$ cat config.mk
export PLATFORM = sky130hd
export DESIGN_NAME = vlc_link_controller
export DESIGN_NICKNAME = d
export VERILOG_FILES = /design/src/hw/vlc_pkg.sv /design/src/hw/vlc_rx_if.sv /design/src/hw/vlc_idle_watch.sv /design/src/hw/vlc_link_controller.sv /design/src/hw/vlc_rx_filter.sv
export SDC_FILE = /design/constraint.sdc
export NUM_CORES = 1
export LEC_CHECK = 0
export ABC_CLOCK_PERIOD_IN_PS = 2300
export BUFFER_PORTS_ARGS = -buffer_cell sky130_fd_sc_hd__buf_2
export CAP_MARGIN = 20
export CORE_MARGIN = 2
export CORE_UTILIZATION = 25
export CTS_CLUSTER_SIZE = 20
export DETAILED_ROUTE_END_ITERATION = 10
export PLACE_DENSITY = 0.4
export SLEW_MARGIN = 15
export SYNTH_ARGS = -nofsm -noshare
export SYNTH_HDL_FRONTEND = slang
export SYNTH_HIERARCHICAL = 1
export SYNTH_SLANG_ARGS = --single-unit
$ cat constraint.sdc
create_clock -name i_clock -period 2.3 [get_ports i_clock]
set_input_delay 0.46 -clock i_clock [delete_from_list [all_inputs] [get_ports i_clock]]
set_output_delay 0.46 -clock i_clock [all_outputs]
set_load 0.02 [all_outputs]
$ cat src/hw/vlc_pkg.sv
// Purpose: shared constants and types of the VPW link mode controller
// Assumes: 20 MHz core clock, 8-bit CPU register port
// Notes: register reset values are plain zero defaults
package vlc_pkg;
  // Register byte offsets on the CPU port
  localparam logic [7:0] ADDR_ROUNDTRIP = 8'h3b;
  localparam logic [7:0] ADDR_CTL_ONE = 8'h3c;
  localparam logic [7:0] ADDR_CTL_TWO = 8'h3d;
  localparam logic [7:0] ADDR_STATE = 8'h3e;
  localparam logic [7:0] ADDR_DATA = 8'h3f;
  // Reset values
  localparam logic [7:0] RST_ROUNDTRIP = 8'h00;
  localparam logic [7:0] RST_CTL_ONE = 8'h00;
  localparam logic [7:0] RST_CTL_TWO = 8'h00;
  localparam logic [7:0] RST_DATA = 8'h00;
  // Writable bits; reserved bits hold zero
  localparam logic [7:0] ROUNDTRIP_WMASK = 8'hcf;
  localparam logic [7:0] CTL_ONE_WMASK = 8'hf3;
  // Field positions
  localparam int RT_RECEIVE_POLARITY_BIT = 6;
  localparam int C1_WCM_BIT = 0;
  localparam int C2_ANALOG_LOOPBACK_ENABLE_BIT = 7;
  localparam int C2_DIGITAL_LOOPBACK_ENABLE_BIT = 6;
  localparam int SV_LSB = 2;
  localparam int SV_W = 4;
  // State codes shown in the state vector
  localparam logic [3:0] SC_NONE = 4'h0;
  localparam logic [3:0] SC_WAKE_ACT = 4'h1;
  localparam logic [3:0] SC_WAKE_EOF = 4'h2;
  // Bus levels after polarity correction
  localparam logic BUS_PASSIVE = 1'b0;
  localparam logic BUS_ACTIVE = 1'b1;
  // Filter counter width; top count is all ones (15)
  localparam int FILT_CNT_W = 4;
  // Idle bus time before rejoining the network
  localparam int CLOCK_KHZ = 20000;
  localparam int BUS_IDLE_US = 280;
  localparam int IDLE_CYCLES_DEF = (BUS_IDLE_US * CLOCK_KHZ + 999) / 1000;
  typedef enum logic [1:0] {
    MODE_RESET,
    MODE_RUN,
    MODE_WAIT,
    MODE_STOP
  } vlc_mode_type;
endpackage

$ cat src/hw/vlc_rx_if.sv
// Purpose: carries the receive path between core, filter and idle watch
// Assumes: all signals on i_clock
// Notes: none
`timescale 1ns/10ps
interface vlc_rx_if;
  logic sample;
  logic hold;
  logic filtered;
  logic rise;
  logic arm;
  logic idle;
  modport filt (input sample, input hold, output filtered, output rise);
  modport watch (input filtered, input arm, output idle);
  modport core (output sample, output hold, output arm,
    input filtered, input rise, input idle);
endinterface

$ cat src/hw/vlc_idle_watch.sv
// Purpose: reports a passive bus held for the idle time
// Assumes: filtered receive level, active high
// Notes: disarming clears the count and the report
`timescale 1ns/10ps
module vlc_idle_watch import vlc_pkg::*; #(
  parameter int IDLE_CYCLES = IDLE_CYCLES_DEF
) (
  input wire logic i_clock,
  input wire logic i_rst_n,
  vlc_rx_if.watch bus
);
  localparam int CW = $clog2(IDLE_CYCLES + 1);
  localparam logic [CW-1:0] CNT_END = CW'(IDLE_CYCLES - 1);
  if (IDLE_CYCLES < 2) begin : g_bad_idle
    $error("vlc_idle_watch: IDLE_CYCLES must be at least 2");
  end
  typedef struct packed {
    logic [CW-1:0] cnt;
    logic idle;
  } vlc_idle_type;
  vlc_idle_type q, d;
  ////////////////////////////////////////////////////////////////////
  // Any active sample restarts the passive-time count
  always_comb begin
    d = q;
    if (!bus.arm || bus.filtered != BUS_PASSIVE) begin
      d.cnt = '0;
      d.idle = 1'b0;
    end else if (q.cnt == CNT_END) d.idle = 1'b1;
    else d.cnt = q.cnt + 1'b1;
  end
  always_ff @(posedge i_clock or negedge i_rst_n) begin
    if (!i_rst_n) q <= '0;
    else q <= d;
  end
  assign bus.idle = q.idle;
endmodule // vlc_idle_watch

$ cat src/hw/vlc_link_controller.sv
// Purpose: mode control and CPU register bank of the VPW link
// Assumes: CPU strobes and reset sources are on i_clock; rx pin is not
// Notes: symbol coding and framing live in the protocol handler
`timescale 1ns/10ps
module vlc_link_controller import vlc_pkg::*; #(
  parameter int IDLE_CYCLES = IDLE_CYCLES_DEF
) (
  input wire logic i_clock,
  input wire logic i_rst_n,
  input wire logic i_low_voltage_reset,
  input wire logic i_watchdog_reset,
  input wire logic i_pin_reset,
  input wire logic i_wait_exec,
  input wire logic i_stop_exec,
  input wire logic i_cpu_running,
  input wire logic [7:0] i_addr,
  input wire logic i_wr,
  input wire logic i_rd,
  input wire logic [7:0] i_wdata,
  output logic [7:0] o_rdata,
  input wire logic i_rx_pin,
  output logic o_tx_pin,
  input wire logic i_handler_tx,
  input wire logic i_eof_received,
  output logic o_handler_rx,
  output logic o_handler_enable,
  output logic o_wake_irq,
  output logic o_clocks_run,
  output logic [1:0] o_link_mode
);
  typedef struct packed {
    vlc_mode_type mode;
    logic rx_s1;
    logic rx_s2;
    logic [7:0] roundtrip;
    logic [7:0] ctl_one;
    logic [7:0] ctl_two;
    logic [7:0] data;
    logic wake_act;
    logic wake_eof;
    logic need_idle;
    logic tx;
    logic [7:0] rdata;
    logic irq;
    logic hrx;
    logic henable;
    logic clk_run;
  } vlc_core_type;

  localparam vlc_core_type ST_INIT = '{
    mode: MODE_RESET,
    rx_s1: 1'b0,
    rx_s2: 1'b0,
    roundtrip: RST_ROUNDTRIP,
    ctl_one: RST_CTL_ONE,
    ctl_two: RST_CTL_TWO,
    data: RST_DATA,
    wake_act: 1'b0,
    wake_eof: 1'b0,
    need_idle: 1'b0,
    tx: BUS_PASSIVE,
    rdata: 8'h00,
    irq: 1'b0,
    hrx: BUS_PASSIVE,
    henable: 1'b0,
    clk_run: 1'b1
  };

  vlc_core_type q, d;
  vlc_rx_if rx_bus ();
  logic any_src;
  logic rx_norm;
  logic sv_read;
  logic [3:0] state_code;
  logic [7:0] rd_mux;

  ////////////////////////////////////////////////////////////////////
  // Receive path: filter and idle watch

  vlc_rx_filter #(
    .CNT_W(FILT_CNT_W)
  ) u_filter (
    .i_clock(i_clock),
    .i_rst_n(i_rst_n),
    .bus(rx_bus.filt)
  );

  vlc_idle_watch #(
    .IDLE_CYCLES(IDLE_CYCLES)
  ) u_idle (
    .i_clock(i_clock),
    .i_rst_n(i_rst_n),
    .bus(rx_bus.watch)
  );

  ////////////////////////////////////////////////////////////////////
  // Combinational helpers

  // Any system reset source pulls the link into reset mode
  assign any_src = i_low_voltage_reset | i_watchdog_reset | i_pin_reset;

  // Polarity fix after the second synchroniser stage only
  assign rx_norm = q.rx_s2 ^ q.roundtrip[RT_RECEIVE_POLARITY_BIT];

  // Digital loopback swaps the filter input to our own transmit level
  assign rx_bus.sample = q.ctl_two[C2_DIGITAL_LOOPBACK_ENABLE_BIT] ? i_handler_tx : rx_norm;

  // Frozen filter stands in for the halted clocks in stop and reset
  assign rx_bus.hold = (q.mode == MODE_STOP) || (q.mode == MODE_RESET);

  // Idle watch only runs after an analog loopback exit
  assign rx_bus.arm = q.need_idle;

  assign sv_read = i_rd && (i_addr == ADDR_STATE);

  // Activity wake takes priority in the reported code
  always_comb begin
    if (q.wake_act) state_code = SC_WAKE_ACT;
    else if (q.wake_eof) state_code = SC_WAKE_EOF;
    else state_code = SC_NONE;
  end

  // Read data, reserved bits forced to zero
  always_comb begin
    rd_mux = 8'h00;
    case (i_addr)
      ADDR_ROUNDTRIP: rd_mux = q.roundtrip & ROUNDTRIP_WMASK;
      ADDR_CTL_ONE: rd_mux = q.ctl_one & CTL_ONE_WMASK;
      ADDR_CTL_TWO: rd_mux = q.ctl_two;
      ADDR_STATE: rd_mux[SV_LSB +: SV_W] = state_code;
      ADDR_DATA: rd_mux = q.data;
      default: rd_mux = 8'h00;
    endcase
  end

  ////////////////////////////////////////////////////////////////////
  // Next state

  always_comb begin
    d = q;
    d.rx_s1 = i_rx_pin;
    d.rx_s2 = q.rx_s1;

    // Register writes; the state vector takes none
    if (i_wr && q.mode != MODE_RESET) begin
      case (i_addr)
        ADDR_ROUNDTRIP: d.roundtrip = i_wdata & ROUNDTRIP_WMASK;
        ADDR_CTL_ONE: d.ctl_one = i_wdata & CTL_ONE_WMASK;
        ADDR_CTL_TWO: d.ctl_two = i_wdata;
        ADDR_DATA: d.data = i_wdata;
        default: d.data = q.data;
      endcase
    end

    // Register read; reading the state vector is the acknowledge
    if (i_rd) d.rdata = rd_mux;
    if (sv_read) begin
      d.wake_act = 1'b0;
      d.wake_eof = 1'b0;
    end

    // Mode sequencing; wake sets come after the clear so they win
    case (q.mode)
      MODE_RESET: begin
        if (!any_src) d.mode = MODE_RUN;
      end
      MODE_RUN: begin
        // Software must have drained transmissions before this point
        if (i_stop_exec || (i_wait_exec && q.ctl_one[C1_WCM_BIT])) begin
          d.mode = MODE_STOP;
        end else if (i_wait_exec) begin
          d.mode = MODE_WAIT;
        end
      end
      MODE_WAIT: begin
        if (rx_bus.rise) begin
          d.wake_act = 1'b1;
          d.mode = MODE_RUN;
        end else if (i_eof_received) begin
          d.wake_eof = 1'b1;
          d.mode = MODE_RUN;
        end
      end
      MODE_STOP: begin
        // Unfiltered level: the filter is frozen while stopped
        if (rx_norm == BUS_ACTIVE) begin
          d.wake_act = 1'b1;
          d.mode = MODE_RUN;
        end
      end
      default: d.mode = MODE_RESET;
    endcase

    // Leaving analog loopback demands a quiet bus; exit beats idle
    if (q.ctl_two[C2_ANALOG_LOOPBACK_ENABLE_BIT] && !d.ctl_two[C2_ANALOG_LOOPBACK_ENABLE_BIT]) begin
      d.need_idle = 1'b1;
    end else if (rx_bus.idle) begin
      d.need_idle = 1'b0;
    end

    // Pin and handler outputs; the pin is passive outside run and wait, the handler receive level follows the filter
    if (q.ctl_two[C2_DIGITAL_LOOPBACK_ENABLE_BIT] || d.mode == MODE_RESET || d.mode == MODE_STOP) begin
      d.tx = BUS_PASSIVE;
    end else begin
      d.tx = i_handler_tx;
    end
    d.hrx = rx_bus.filtered;
    d.henable = (d.mode == MODE_RUN) && i_cpu_running && !d.need_idle;
    d.irq = d.wake_act || d.wake_eof;
    d.clk_run = (d.mode != MODE_STOP);

    // Reset mode: all but the rx synchroniser back to its reset value, other inputs ignored
    if (any_src) begin
      d = ST_INIT;
      d.rx_s1 = i_rx_pin;
      d.rx_s2 = q.rx_s1;
    end
  end

  ////////////////////////////////////////////////////////////////////
  // State register

  always_ff @(posedge i_clock or negedge i_rst_n) begin
    if (!i_rst_n) q <= ST_INIT;
    else q <= d;
  end

  ////////////////////////////////////////////////////////////////////
  // Outputs, straight from the state register

  assign o_rdata = q.rdata;
  assign o_tx_pin = q.tx;
  assign o_handler_rx = q.hrx;
  assign o_handler_enable = q.henable;
  assign o_wake_irq = q.irq;
  assign o_clocks_run = q.clk_run;
  assign o_link_mode = q.mode;
endmodule // vlc_link_controller

$ cat src/hw/vlc_rx_filter.sv
// Purpose: saturating up/down noise filter on the receive line
// Assumes: sample already synchronised
// Notes: delay from input change to output is the full count span
`timescale 1ns/10ps
module vlc_rx_filter import vlc_pkg::*; #(
  parameter int CNT_W = FILT_CNT_W
) (
  input wire logic i_clock,
  input wire logic i_rst_n,
  vlc_rx_if.filt bus
);
  localparam logic [CNT_W-1:0] CNT_TOP = {CNT_W{1'b1}};
  if (CNT_W < 2) begin : g_bad_width
    $error("vlc_rx_filter: CNT_W must be at least 2");
  end
  typedef struct packed {
    logic [CNT_W-1:0] cnt;
    logic out;
    logic rise;
  } vlc_filt_type;
  vlc_filt_type q, d;
  ////////////////////////////////////////////////////////////////////
  // Count toward the sample, latch only at the end points
  always_comb begin
    d = q;
    d.rise = 1'b0;
    if (!bus.hold) begin
      if (bus.sample && q.cnt != CNT_TOP) d.cnt = q.cnt + 1'b1;
      else if (!bus.sample && q.cnt != '0) d.cnt = q.cnt - 1'b1;
      if (q.cnt == CNT_TOP) d.out = 1'b1;
      else if (q.cnt == '0) d.out = 1'b0;
      d.rise = d.out && !q.out;
    end
  end
  always_ff @(posedge i_clock or negedge i_rst_n) begin
    if (!i_rst_n) q <= '0;
    else q <= d;
  end
  assign bus.filtered = q.out;
  assign bus.rise = q.rise;
endmodule // vlc_rx_filter

# Yosys cells after proc, flatten, opt, wreduce, memory -nomap -nowiden
# Cells that the tools add are included.
# classes
n_addsub	3
n_eq_ne	15
n_reduce_logical	38
bitwise_logic	4
mux	39
# ops
op	count
2-to-1 mux 52 bit	1
equality test 8 x 6 -> 1 bit (second input constant)	5
2-to-1 mux 8 bit	5
2-to-1 mux 32 bit	1
one-hot mux 2 bit (4 select lines)	3
one-hot mux 4 bit (5 select lines)	1
nonzero test 2 bit	9
2-to-1 mux 2 bit	8
2-to-1 mux 1 bit	14
2-to-1 mux 14 bit	1
adder 13 x 1 -> 13 bit (second input constant)	1
equality test 13 bit (second input constant)	1
2-to-1 mux 13 bit	1
2-to-1 mux 4 bit	3
AND reduction 2 bit	5
logical AND 1 bit	9
equality test 2 bit (second input constant)	3
logical OR 1 bit	6
zero test 1 bit	5
adder 4 x 1 -> 4 bit (second input constant)	1
equality test 2 x 1 -> 1 bit (second input constant)	2
equality test 4 bit (second input constant)	1
zero test 2 bit	2
zero test 4 bit	1
9 further kinds	10
# word_totals
register_bits	72
input_bits	29

# Depth between registers and ports, before layout
# Gate-level depths: netlist of the first run.
# logic_depth
ltp_word	9
mapped_depth	8
mapped_depth_nobuf	8

# By module
# Netlist of the first run, hierarchy kept.
# by_module_without_submodules
module	area_per_inst_um2	n_inst	cells_each
vlc_link_controller	2528.7	1	245
vlc_idle_watch	728.2	1	70
vlc_rx_filter	385.4	1	36

# Worst setup path before layout of the first run
# No wires, ideal clock.
# synth_timing
path_type	reg-to-reg
startpoint	register q[46] (netlist name)
endpoint	register u_filter/q[5] (netlist name)
setup_slack_ns	0.378
period_less_slack_ns	1.922
setup_time_ns	0.127
n_path_buf	0
stages_incl_launch_ff	9
t_arrival_ns	1.795
t_required_ns	2.173
cell_sequence	dfrtp_1 -> xor2_1 -> mux2_2 -> nand2_1 -> ha_1 -> a21oi_1 -> a211o_2 -> o221ai_1 -> a31oi_1
# synth_between
elab_chain_len	6
elab_cells_between_ends	8
classes_between	mux: 2; bitwise: 1; reduce/logical: 5
# synth_lines
element	line_no	source
start: declaration	vlc_link_controller.sv:69	vlc_core_type q, d;
start signal: assignment	vlc_link_controller.sv:224	if (!i_rst_n) q <= ST_INIT;
start signal: assignment	vlc_link_controller.sv:225	else q <= d;
bitwise XOR 1 bit (*)	vlc_link_controller.sv:103	assign rx_norm = q.rx_s2 ^ q.roundtrip[RT_RECEIVE_POLARITY_BIT];
2-to-1 mux 1 bit (*)	vlc_link_controller.sv:106	assign rx_bus.sample = q.ctl_two[C2_DIGITAL_LOOPBACK_ENABLE_BIT] ? i_handler_tx : rx_norm;
net rx_bus.sample	vlc_rx_if.sv:6	logic sample;
zero test 1 bit	vlc_rx_filter.sv:29	else if (!bus.sample && q.cnt != '0) d.cnt = q.cnt - 1'b1;
logical AND 1 bit	vlc_rx_filter.sv:29	
nonzero test 2 bit (no source line)	-	
AND reduction 2 bit (no source line)	-	
end signal: assignment	vlc_rx_filter.sv:36	if (!i_rst_n) q <= '0;
end signal: assignment	vlc_rx_filter.sv:37	else q <= d;
end: declaration	vlc_rx_filter.sv:21	vlc_filt_type q, d;
# Mark *: on every way through the listed nets, which the timed path passes. The rest lies on a longest branch.
# A chain may end at the register's enable or synchronous reset.

# Worst setup path in the final report of the first run
# layout_timing
startpoint	register q (netlist bit o_link_mode[0])
endpoint	register q[29] (netlist name)
# layout_between
elab_chain_len	4
# layout_lines
element	line_no	source
nonzero test 2 bit	vlc_link_controller.sv:145	if (i_wr && q.mode != MODE_RESET) begin
logical AND 1 bit	vlc_link_controller.sv:145	
nonzero test 2 bit (no source line)	-	
AND reduction 2 bit (no source line)	-	
# No other way between the ends.

==> results by group, run 1 <==
Clock network
  – Root Driver: clkbuf_16
  – Num CTS Buffers: 9
  – CTS tree: done
  – Worst-path clk slew: 50 ps
  – Clk buf depth: 2
  – Worst skew pair latency: 330 ps
  – Clock tree sinks: 68
  – CTS H-tree lvls: 3

Die
  – Rows: 44
  – Die X-Extent: 125 um
  – IO Count: 44
  – DIE AREA: 15600 um^2
  – Initial core utilization: 25.3%
  – Core ar.: 14400 um^2
  – Die span in y: 125 um

Yosys
  – Yosys top cell area share: 46.0%
  – Seq/Total Area, Yosys: 46.8%
  – Post-Synth XOR/XNOR Area: 2.65%
  – Distinct cell type count after synthesis: 62
  – Synth cell count leaders: 67 x dfrtp_1, 34 x nor2_1, 26 x nand2_1, 25 x mux2i_1
  – Asr flop ratio synth: 100%
  – Synthesis Warnings: 6
  – Post-synth top area cell: dfrtp_1
  – Compound-gate portion of the synthesized area: 12.2%
  – Syn Std Cell Area: 3640 um^2
  – Simple-gate share of the synthesized area: 20.6%
  – Top FF cell, synth: dfrtp_1
  – Post-synthesis net count: 389
  – Top cells by area, synth: dfrtp_1 46%, mux2i_1 6.9%, nor2_1 3.5%, ha_1 2.7%, buf_4 2.7%
  – Multiplexer share of the synthesized area: 8.73%
  – Avg Inst Size Synth: 10.4 um^2
  – Main combinational cell family by area after synthesis: simple AND/OR/NAND/NOR gates
  – Count of state elements after synthesis: 68
  – Synth Area in Adders: 3.30%
  – Post-synth EDFFs: 0
  – Cells after Synth: 351
  – Dominant cell by count in the synthesized netlist: dfrtp_1

Layout
  – Area Growth Syn to Fin: 18.8%
  – Share of cells above drive strength 1: 21.6%
  – Final net count: 431
  – Finished Layout Cells: 582
  – ANT cells: 0
  – # fillers: 1510

Worst setup path
  – Crit path required time: 2510 ps
  – WP buf/inv: 2
  – Crit path launch type: register
  – Critical R2R Capture: q[29]
  – Worst Path Arrival: 2310 ps
  – CP Cell Sequence: inv_1, ha_1, or3b_1, nor4_4, buf_6, mux2i_1, nor2_1
  – Critical Path Max Stage Delay: 440 ps
  – FF-to-FF setup slack: 200 ps
  – CP endpoint kind: register
  – CP max stage cell: or3b_1
  – Origin of the critical flop-to-flop path: o_link_mode[0]
  – Worst Reg2Reg Path Length in Cells: 7
  – Worst Path Max Fanout: 8
  – Worst setup path start: o_link_mode[0]
  – Cell family with most CP delay: simple AND/OR/NAND/NOR gates
  – Setup CP Type: reg -> reg

STA
  – Setup TNS: 0 ps
  – # setup viols final: 0
  – Max_slew headroom: 60.0%
  – Min cycle time layout: 2100 ps
  – Final Hold Viols: 0
  – Setup Skew: 2.70 ps
  – Fmax: 475 MHz
  – Period utilisation layout: 91.5%
  – Worst-Margin Slew: 597 ps
  – Count of final max-slew check failures: 0
  – RSZ-0062 raised after global routing: false
  – Hold Slack: 141 ps

Route
  – Number of nets with antenna violations after routing: 0
  – Routed vias/inst: 4.62
  – DR pass1 iterations: 4
  – WL per Instance: 15.7 um
  – Vias: 2690
  – WL final: 9.16 mm
  – DRC: 0
  – Initial drt markers: 190

Global route
  – Largest net degree at the start of global routing: 69
  – Gr usage total: 12.5%
  – Vias in the first global route: 2821
  – Wire length of the first global-routing pass: 15.3 mm
  – Total gr overflow: 0
  – Initial antenna violation count: 0

Job
  – Max_cap viols: 0

Placed design
  – HPWL after DPL: 6.54 mm
  – Final GP Congestion: 0.758
  – DP Cell Count: 566
  – IO Port Bufs: 43

Pwr
  – Power, Total: 2.88 mW
  – Pleak: 1.83 nW
  – P per Cell Area: 666 nW/um^2
  – Maximum vdd drop: 310 uV

Worst hold path
  – Worst Hold Class: in -> async

Status
  – Status: finished clean
==> per-stage QoR <==
| stage | util, % | setup slack, ps | area (um^2) |
|---|---|---|---|
| after CTS | 30.0 | 45.4 | 4310 |
| after detailed placement | 28.2 | 56.8 | 4050 |
| after floorplan | - | 378 | 3640 |
| final | 30.1 | 196 | 4330 |
| after global placement | 28.2 | 41.6 | 4050 |
| after global routing | 30.1 | 2.39 | 4330 |
==> per-layer routing <==
layer / vias up / global-route usage [%] / share of wire, %
met3: 13 / 3.39 / 3.4
met5: - / 0 / 0
met4: 0 / 4.96 / 1.9
met2: 44 / 19.7 / 46
li1: 1337 / - / -
met1: 1296 / 16.3 / 49
==> cell usage in the layout (no fill, tap or decap), types with 6 or more instances in the layout <==
| master | n |
|---|---|
| buf_4 | 12 |
| ha_1 | 8 |
| nand2_1 | 26 |
| xnor2_1 | 7 |
| inv_1 | 12 |
| nor3_1 | 6 |
| clkbuf_16 | 9 |
| nand4_1 | 7 |
| buf_2 | 43 |
| a21oi_1 | 18 |
| a22o_1 | 11 |
| dfrtp_1 | 67 |
| nand3_1 | 18 |
| nor2_1 | 34 |
| mux2i_1 | 25 |
| o21ai_1 | 6 |
==> state kept, by name (all words and copies together), names as in the netlist <==
name                   flops
o_tx_pin                   1
u_idle/bus.idle            1
o_link_mode                2
u_idle/q                  13
o_clocks_run               1
u_filter/bus.filtered      1
o_handler_rx               1
o_handler_enable           1
o_wake_irq                 1
rx_bus.arm                 1
u_filter/q                 4
q                         32
u_filter/bus.rise          1
o_rdata                    8
==> timing repair <==
action                                  CTS  global route
endpoints found under the setup margin    0            10
gates resized for setup                   0             3
setup buffers                             0             0
hold buffers                              0             0
==> worst max path at each step <==
| stage | endpoint | slack, ps | cells after the start |
|---|---|---|---|
| after detailed placement | q[25] | 60 | 7 |
| after floorplan | u_filter/q[5] | 380 | 8 |
| final | q[29] | 200 | 7 |
| after global routing | u_filter/q[5] | 2 | 8 |
| after CTS | q[28] | 50 | 7 |
| after global placement | q[25] | 40 | 7 |
==> logic make-up (layout without fill, tap and decap cells) <==
family,after synthesis,in the layout
and+or+nand+nor,130,130
DFF,68,68
AOI/OAI and AO/OA,64,64
buffers and inverters,38,85
muxes,31,31
xor gates and xnor gates,11,11
adders and majority gates,9,9
==> area by class of cell <==
cell class	instances	area, um^2	area share [%]
flip-flops and latches	68	1700	39.4
clock buffers	14	254	5.87
inverters	12	45.0	1.04
multi-input cells	245	1750	40.4
well taps	184	230	5.32
clock inverters	2	10.0	0.231
repair buffers	57	337	7.78
==> where the power goes <==
group / internal [mW] / switching (mW) / total (mW)
sequential: 1.24 / 0.0761 / 1.31
combinational: 0.136 / 0.177 / 0.313
clock: 0.757 / 0.496 / 1.25
(Power assumes the default switching activity.)
==> run 2: changes to the inputs <==
--- a/config.mk
+++ b/config.mk
@@ -6,15 +6,14 @@
 export NUM_CORES = 1
 export LEC_CHECK = 0
 export ABC_CLOCK_PERIOD_IN_PS = 2300
-export BUFFER_PORTS_ARGS = -buffer_cell sky130_fd_sc_hd__buf_2
 export CAP_MARGIN = 20
 export CORE_MARGIN = 2
 export CORE_UTILIZATION = 25
 export CTS_CLUSTER_SIZE = 20
 export DETAILED_ROUTE_END_ITERATION = 10
-export PLACE_DENSITY = 0.4
+export DONT_BUFFER_PORTS = 1
+export PLACE_DENSITY = 0.37
 export SLEW_MARGIN = 15
 export SYNTH_ARGS = -nofsm -noshare
 export SYNTH_HDL_FRONTEND = slang
-export SYNTH_HIERARCHICAL = 1
 export SYNTH_SLANG_ARGS = --single-unit
==> constraint.sdc (replaced) <==
create_clock -name i_clock -period 2.3 [get_ports i_clock]
set_input_delay 0.46 -clock i_clock [delete_from_list [all_inputs] [get_ports i_clock]]
set_output_delay 0.46 -clock i_clock [all_outputs]
set_load 0.1 [all_outputs]
==> run 2 against run 1 <==
Compared with the run above: synthesized cell count decreased by 2.8%; total power decreased by 0.59%; critical path depth unchanged; routed wire length decreased by 6.6%; sequential share of layout area increased by 3.0 points; cell area decreased by 7.2%; sequential power about the same; final cell count decreased by 8.1%; die area decreased by 4.7%; combinational power decreased by 8.9%; via count decreased by 10%; critical endpoint is now q[38]; largest power group unchanged.
==> results by group, run 2 <==
STA
  – Worst-Margin Slew: 518 ps
  – Min cycle time layout: 1940 ps
  – RSZ-0062 raised after global routing: false
  – Fmax: 516 MHz
  – Period utilisation layout: 84.2%
  – Max_slew headroom: 65.4%
  – Setup Skew: 5.89 ps
  – Count of final max-slew check failures: 0
  – # setup viols final: 0
  – Setup TNS: 0 ps
  – Final Hold Viols: 0

Global route
  – Total gr overflow: 0
  – Largest net degree at the start of global routing: 69
  – Initial antenna violation count: 0
  – Vias in the first global route: 2446
  – Gr usage total: 12.4%
  – Wire length of the first global-routing pass: 13.8 mm

Route
  – Routed vias/inst: 4.52
  – Met3 wire length: 409 um
  – WL per Instance: 16.0 um
  – DRC: 0
  – M1 WL: 3.96 mm
  – Number of nets with antenna violations after routing: 0
  – Vias: 2419
  – DR pass1 iterations: 4
  – Top layer in use: met4
  – Initial drt markers: 109
  – Met2 WL: 4.01 mm
  – WL final: 8.55 mm

Yosys
  – Dominant cell by count in the synthesized netlist: dfrtp_1
  – Distinct cell type count after synthesis: 51
  – Synthesis Warnings: 0
  – Top cells by area, synth: dfrtp_1 48%, mux2i_1 9.5%, nor2_1 4.7%, nand2_1 3.7%, a21oi_1 3.0%
  – Syn Std Cell Area: 3470 um^2
  – Synth cell count leaders: 67 x dfrtp_1, 43 x nor2_1, 34 x nand2_1, 33 x mux2i_1, 21 x a21oi_1
  – Yosys top cell area share: 48.4%
  – Post-synthesis net count: 379
  – Post-synth EDFFs: 0
  – Seq/Total Area, Yosys: 49.1%
  – Asr flop ratio synth: 100%
  – Cells after Synth: 341
  – Count of state elements after synthesis: 68
  – Top FF cell, synth: dfrtp_1
  – Post-synth top area cell: dfrtp_1
  – Avg Inst Size Synth: 10.2 um^2

Clock network
  – CTS H-tree lvls: 3
  – Clk buf depth: 2
  – Clock tree sinks: 68
  – Worst-path clk slew: 60 ps
  – Worst skew pair latency: 330 ps
  – Num CTS Buffers: 9
  – CTS tree: done
  – Root Driver: clkbuf_16

Placed design
  – Final GP Congestion: 0.741
  – HPWL after DPL: 5.70 mm
  – IO Port Bufs: 0

Worst setup path
  – CP endpoint kind: register
  – Worst Reg2Reg Path Length in Cells: 7
  – Worst Path Max Fanout: 6
  – Critical R2R Capture: q[38]
  – Crit path launch type: register
  – Origin of the critical flop-to-flop path: o_link_mode[0]
  – Setup CP Type: reg -> reg
  – Worst Path Arrival: 2140 ps
  – Crit path required time: 2500 ps
  – FF-to-FF setup slack: 360 ps

Layout
  – Share of cells above drive strength 1: 14.4%
  – # fillers: 1428
  – ANT cells: 0
  – Most frequent cells in the layout: 67 x dfrtp_1, 43 x nor2_1, 34 x nand2_1
  – Max reg flops: 32
  – Reg area: 1700 um^2
  – Final net count: 388
  – Area of the multi-input gates: 1600 um^2
  – Area Growth Syn to Fin: 15.8%
  – Top reg by flops: q
  – Commonest non-fill, non-tap cell in the layout: dfrtp_1

Status
  – Status: finished clean

Pwr
  – Maximum vdd drop: 283 uV
  – Pleak: 1.63 nW
  – P per Cell Area: 713 nW/um^2
  – Clock network power share: 44.1%
  – Sw frac: 25.7%
  – Combinational Power Share: 10.0%
  – Internal power: 2.13 mW
  – Power, Total: 2.86 mW
  – Sequential Power Share: 45.9%
  – NetSw: 0.735 mW

Die
  – Core ar.: 13700 um^2
  – DIE AREA: 14800 um^2
  – IO Count: 44
  – Die span in y: 122 um
  – Die X-Extent: 122 um
  – Rows: 43
  – Initial core utilization: 25.3%

Worst hold path
  – Worst Hold Class: in -> async

Job
  – Max_cap viols: 0
## run 2: changes by cell type in the layout (fill, tap and decap cells not counted), sizes merged, moves of 5 or more
cell	before	now
nor3	7	2
nand2	27	34
nor4	5	0
a22o	11	0
buf	57	22
nand3	20	14
xor2	4	11
mux2i	25	33
nor2	35	44
## run 2: worst max-delay path by stage
stage	from	to	slack, ps	depth (start not counted)
floorplan	q[46]	u_filter.q[5]	340	8
global placement	q[46]	u_filter.q[5]	230	8
detailed placement	q[46]	u_filter.q[5]	180	8
CTS	q[46]	u_filter.q[5]	170	8
global route	o_link_mode[0]	q[33]	170	7
finish	o_link_mode[0]	q[38]	360	7
## run 2: cell type report
class / count / area share (%)
timing repair buffer: 22 / 4.61
inverter: 8 / 0.748
tap: 180 / 5.61
sequential: 68 / 42.4
clock buffer: 11 / 6.04
clock inverter: 5 / 0.685
multi-input combinational: 241 / 39.9
## run 2: worst max-delay path, stage by stage (launching register included)
cell and delay, ps:
dfrtp_1 420, inv_1 100, ha_1 190, and2b_1 260
nand4_4 160, nor3_4 380, mux2i_1 230, nor2_1 60
## run 2: stage by stage
stage,setup slack (ps),area [um^2],hold slack (ps),instances,util [%]
2_1_floorplan,344,3470,164,341,-
3_3_place_gp,226,3700,168,516,26.9
3_5_place_dp,181,3700,168,516,26.9
4_1_cts,174,3990,24.5,533,29.1
5_1_grt,172,4020,32.3,535,29.3
6_report,364,4020,6.15,535,29.3
## run 2: repair_timing
action,CTS,global route
endpoints found under the hold margin,68,0
buffers inserted,0,2
hold buffers,1,0
resized for setup,0,1
endpoints found under the setup margin,0,1
## run 2: cell families after synthesis
logic type	after synthesis	share of synthesized area (%)
AND/OR/NAND/NOR	130	19.3
flip-flops	68	49.1
AO/OA/AOI/OAI	50	8.73
multiplexers	35	10.2
buffers and inverters	32	4.87
XOR/XNOR	17	4.29
adder cells (fa/ha/maj)	9	3.46
## run 2: metal layers
metal,vias to the layer above,GRT usage [%]
met2,44,19.0
met5,-,0
li1,1187,-
met3,12,3.84
met4,0,5.39
met1,1176,16.2
## run 2: power groups by stage
stage               clock network [mW]  registers, mW  logic [mW]
finish                            1.26           1.32       0.285
global route                      1.36           1.32       0.327
CTS                               1.31           1.31       0.274
detailed placement                   0           1.33       0.241
global placement                     0           1.33       0.246
floorplan                            0           1.32       0.210
==> run 3: changes to the inputs <==
--- a/config.mk
+++ b/config.mk
@@ -5,14 +5,15 @@
 export SDC_FILE = /design/constraint.sdc
 export NUM_CORES = 1
 export LEC_CHECK = 0
-export ABC_CLOCK_PERIOD_IN_PS = 2300
+export ABC_AREA = 1
+export ABC_CLOCK_PERIOD_IN_PS = 1700
 export CAP_MARGIN = 20
 export CORE_MARGIN = 2
 export CORE_UTILIZATION = 25
 export CTS_CLUSTER_SIZE = 20
 export DETAILED_ROUTE_END_ITERATION = 10
 export DONT_BUFFER_PORTS = 1
-export PLACE_DENSITY = 0.37
+export PLACE_DENSITY = 0.39
 export SLEW_MARGIN = 15
 export SYNTH_ARGS = -nofsm -noshare
 export SYNTH_HDL_FRONTEND = slang
==> constraint.sdc (replaced) <==
create_clock -name i_clock -period 1.7 [get_ports i_clock]
set_input_delay 0.34 -clock i_clock [delete_from_list [all_inputs] [get_ports i_clock]]
set_output_delay 0.34 -clock i_clock [all_outputs]
set_load 0.1 [all_outputs]
==> run 3 against run 2 <==
Compared with the run above: the flow now finishes with violations (hold timing, setup timing); critical path depth is 7 higher; total power is 46% higher; utilization is 2.1 points higher; clock power rose by 46%; cell area increased by 13%; largest power group is now the clock network.
==> results by group, run 3 <==
Status
  – Status: finished, violations left
  – Failing checks: hold timing, setup timing

Clock network
  – CTS tree: done
  – CTS H-tree lvls: 3
  – Clk buf depth: 2
  – Worst skew pair latency: 340 ps
  – Root Driver: clkbuf_16
  – Clock tree sinks: 68
  – Worst-path clk slew: 50 ps
  – Num CTS Buffers: 9

Global route
  – Initial antenna violation count: 0
  – Vias in the first global route: 3219
  – Total gr overflow: 0
  – Largest net degree at the start of global routing: 69
  – Wire length of the first global-routing pass: 15.9 mm
  – Gr usage total: 12.8%

STA
  – Hold Slack: -298 ps
  – Min cycle time layout: 1710 ps
  – Period utilisation layout: 101%
  – Count of final max-slew check failures: 0
  – Worst-Margin Slew: 487 ps
  – Final Hold Viols: 68
  – RSZ-0062 raised after global routing: true
  – Setup Skew: 3.98 ps
  – Fmax: 584 MHz
  – Max_slew headroom: 67.6%
  – Worst setup margin: -12.9 ps
  – # setup viols final: 1

Yosys
  – Asr flop ratio synth: 100%
  – Syn Std Cell Area: 3680 um^2
  – Top FF cell, synth: dfrtp_1
  – Dominant cell by count in the synthesized netlist: nand2_1
  – Top cells by area, synth: dfrtp_1 46%, nand2_1 10%, nand3_1 7.3%, inv_1 6.2%, nor2_1 3.8%
  – Yosys top cell area share: 45.5%
  – Cells after Synth: 455
  – Synth Area in Adders: 3.26%
  – Simple-gate share of the synthesized area: 28.7%
  – Compound-gate portion of the synthesized area: 11.0%
  – Post-synthesis net count: 493
  – Seq/Total Area, Yosys: 46.2%
  – Synth cell count leaders: 103 x nand2_1, 67 x dfrtp_1, 61 x inv_1, 54 x nand3_1, 37 x nor2_1
  – Avg Inst Size Synth: 8.10 um^2
  – Post-synth EDFFs: 0
  – Synthesis Warnings: 0
  – Post-synth top area cell: dfrtp_1
  – Distinct cell type count after synthesis: 35
  – Multiplexer share of the synthesized area: 0%
  – Main combinational cell family by area after synthesis: simple AND/OR/NAND/NOR gates
  – Count of state elements after synthesis: 68
  – Post-Synth XOR/XNOR Area: 0.951%

Worst setup path
  – Crit path launch type: register
  – Critical Path Max Stage Delay: 430 ps
  – Worst Path Max Fanout: 4
  – CP max stage cell: dfrtp_1
  – FF-to-FF setup slack: -10 ps
  – WP buf/inv: 2
  – CP Cell Sequence: inv_2, nand2_2, nand3_4, nand3_4, ha_4, nand2_1, nor2_2, nor2_2, inv_1, nand2_1, nand2_2, nor2_1, nand2_1, nand2_1
  – Cell family with most CP delay: simple AND/OR/NAND/NOR gates
  – Setup CP Type: reg -> reg
  – CP endpoint kind: register
  – Worst Path Arrival: 1940 ps
  – Crit path required time: 1920 ps
  – Critical Path Most Common Cell: nand2_1

Route
  – Routed vias/inst: 4.50
  – Vias: 3088
  – Number of nets with antenna violations after routing: 0
  – Initial drt markers: 158
  – DR pass1 iterations: 4
  – DRC: 0
  – WL final: 9.59 mm
  – WL per Instance: 14.0 um

Pwr
  – Pleak: 2.12 nW
  – Maximum vdd drop: 501 uV
  – P per Cell Area: 924 nW/um^2

Layout
  – # fillers: 1556
  – Layout Utilization: 31.3%
  – Top reg by flops: q
  – Commonest non-fill, non-tap cell in the layout: nand2_1
  – Post-Layout Inst Area: 4540 um^2
  – Reg area: 1700 um^2
  – Share of cells above drive strength 1: 19.7%
  – ANT cells: 0
  – Final net count: 536
  – Most frequent cells in the layout: 100 x nand2_1, 67 x dfrtp_1, 59 x inv_1
  – Max reg flops: 32
  – Area of the multi-input gates: 1700 um^2
  – Area Growth Syn to Fin: 23.1%

Worst hold path
  – Worst Hold Class: in -> async

Job
  – Max_cap viols: 0

Die
  – IO Count: 44
  – Rows: 44
  – Initial core utilization: 25.4%
  – DIE AREA: 15700 um^2
  – Die span in y: 125 um
  – Die X-Extent: 125 um
  – Core ar.: 14500 um^2

Placed design
  – Final GP Congestion: 0.833
  – Dpl cell area: 4170 um^2
  – IO Port Bufs: 0
  – HPWL after DPL: 7.13 mm
[run 3: cell types whose count changed after synthesis, moves of 16 or more]
| cell | change |
|---|---|
| mux2i_1 | -33 |
| nand2_1 | +69 |
| inv_1 | +53 |
| nand3_1 | +40 |
| o21ai_0 | +16 |
[run 3: worst paths after layout]
kind,start,to,depth (start not counted)
max,q[46],u_filter.q[5],14
min,i_rst_n,q[20],0
max reg2reg,q[46],u_filter.q[5],14
min reg2reg,q[49],q[48],0
max in group asynchronous,i_rst_n,o_clocks_run,0
min in group i_clock,i_rx_pin,q[49],0
[run 3: where the power goes]
group	internal, mW	leakage (nW)	total (mW)	switching [mW]
Combinational	0.265	1.05	0.629	0.364
Sequential	1.68	0.932	1.72	0.0384
Clock	1.17	0.140	1.84	0.673
[run 3: layer usage]
| metal | vias up | wire length [um] | track usage (%) |
|---|---|---|---|
| met3 | 13 | 399 | 3.72 |
| met2 | 57 | 4500 | 20.9 |
| met1 | 1460 | 4530 | 16.3 |
| li1 | 1558 | - | - |
| met4 | 0 | 163 | 4.25 |
| met5 | - | 0 | 0 |
[run 3: cell type report]
| type | instances | area share (%) |
|---|---|---|
| clock buffer | 13 | 5.52 |
| clock inverter | 2 | 0.772 |
| inverter | 65 | 5.38 |
| multi-input combinational | 306 | 37.5 |
| sequential | 68 | 37.5 |
| tap | 184 | 5.08 |
| timing repair buffer | 48 | 8.22 |
[run 3: metrics by stage]
stage | worst slack (ps) | hold slack, ps | total power [mW] | cells | setup TNS (ps)
2_1_floorplan | 13.3 | 44.4 | 2.13 | 455 | 0
3_3_place_gp | -42.2 | 49.0 | 2.31 | 668 | -42.2
3_5_place_dp | -147 | 50.0 | 2.32 | 668 | -219
4_1_cts | -4.70 | -316 | 4.24 | 686 | -4.70
5_1_grt | -146 | -315 | 4.40 | 686 | -209
6_report | -12.9 | -298 | 4.19 | 686 | -12.9
[run 3: timing repair]
| action | CTS | global route |
|---|---|---|
| pin swaps | 4 | 1 |
| gates resized for setup | 9 | 7 |
| hold endpoints to repair | 68 | 68 |
| endpoints found under the setup margin | 3 | 5 |
| buffers inserted | 3 | 0 |
[run 3: logic make-up (layout without fill, tap and decap cells)]
family / Yosys count / count (layout)
AO/OA/AOI/OAI: 68 / 68
buffers and inverters: 81 / 128
AND/OR/NAND/NOR: 225 / 225
adder cells (fa/ha/maj): 9 / 9
flip-flops: 68 / 68
XOR/XNOR: 4 / 4
[run 3: worst reg2reg max path, stage by stage (launching register included)]
cell     delay [ps]
dfrtp_1         430
inv_2            80
nand2_2          70
nand3_4          80
nand3_4         110
ha_4            290
nand2_1          70
nor2_2          100
nor2_2           60
inv_1            40
nand2_1          50
nand2_2          70
nor2_1           40
nand2_1          60
nand2_1          50
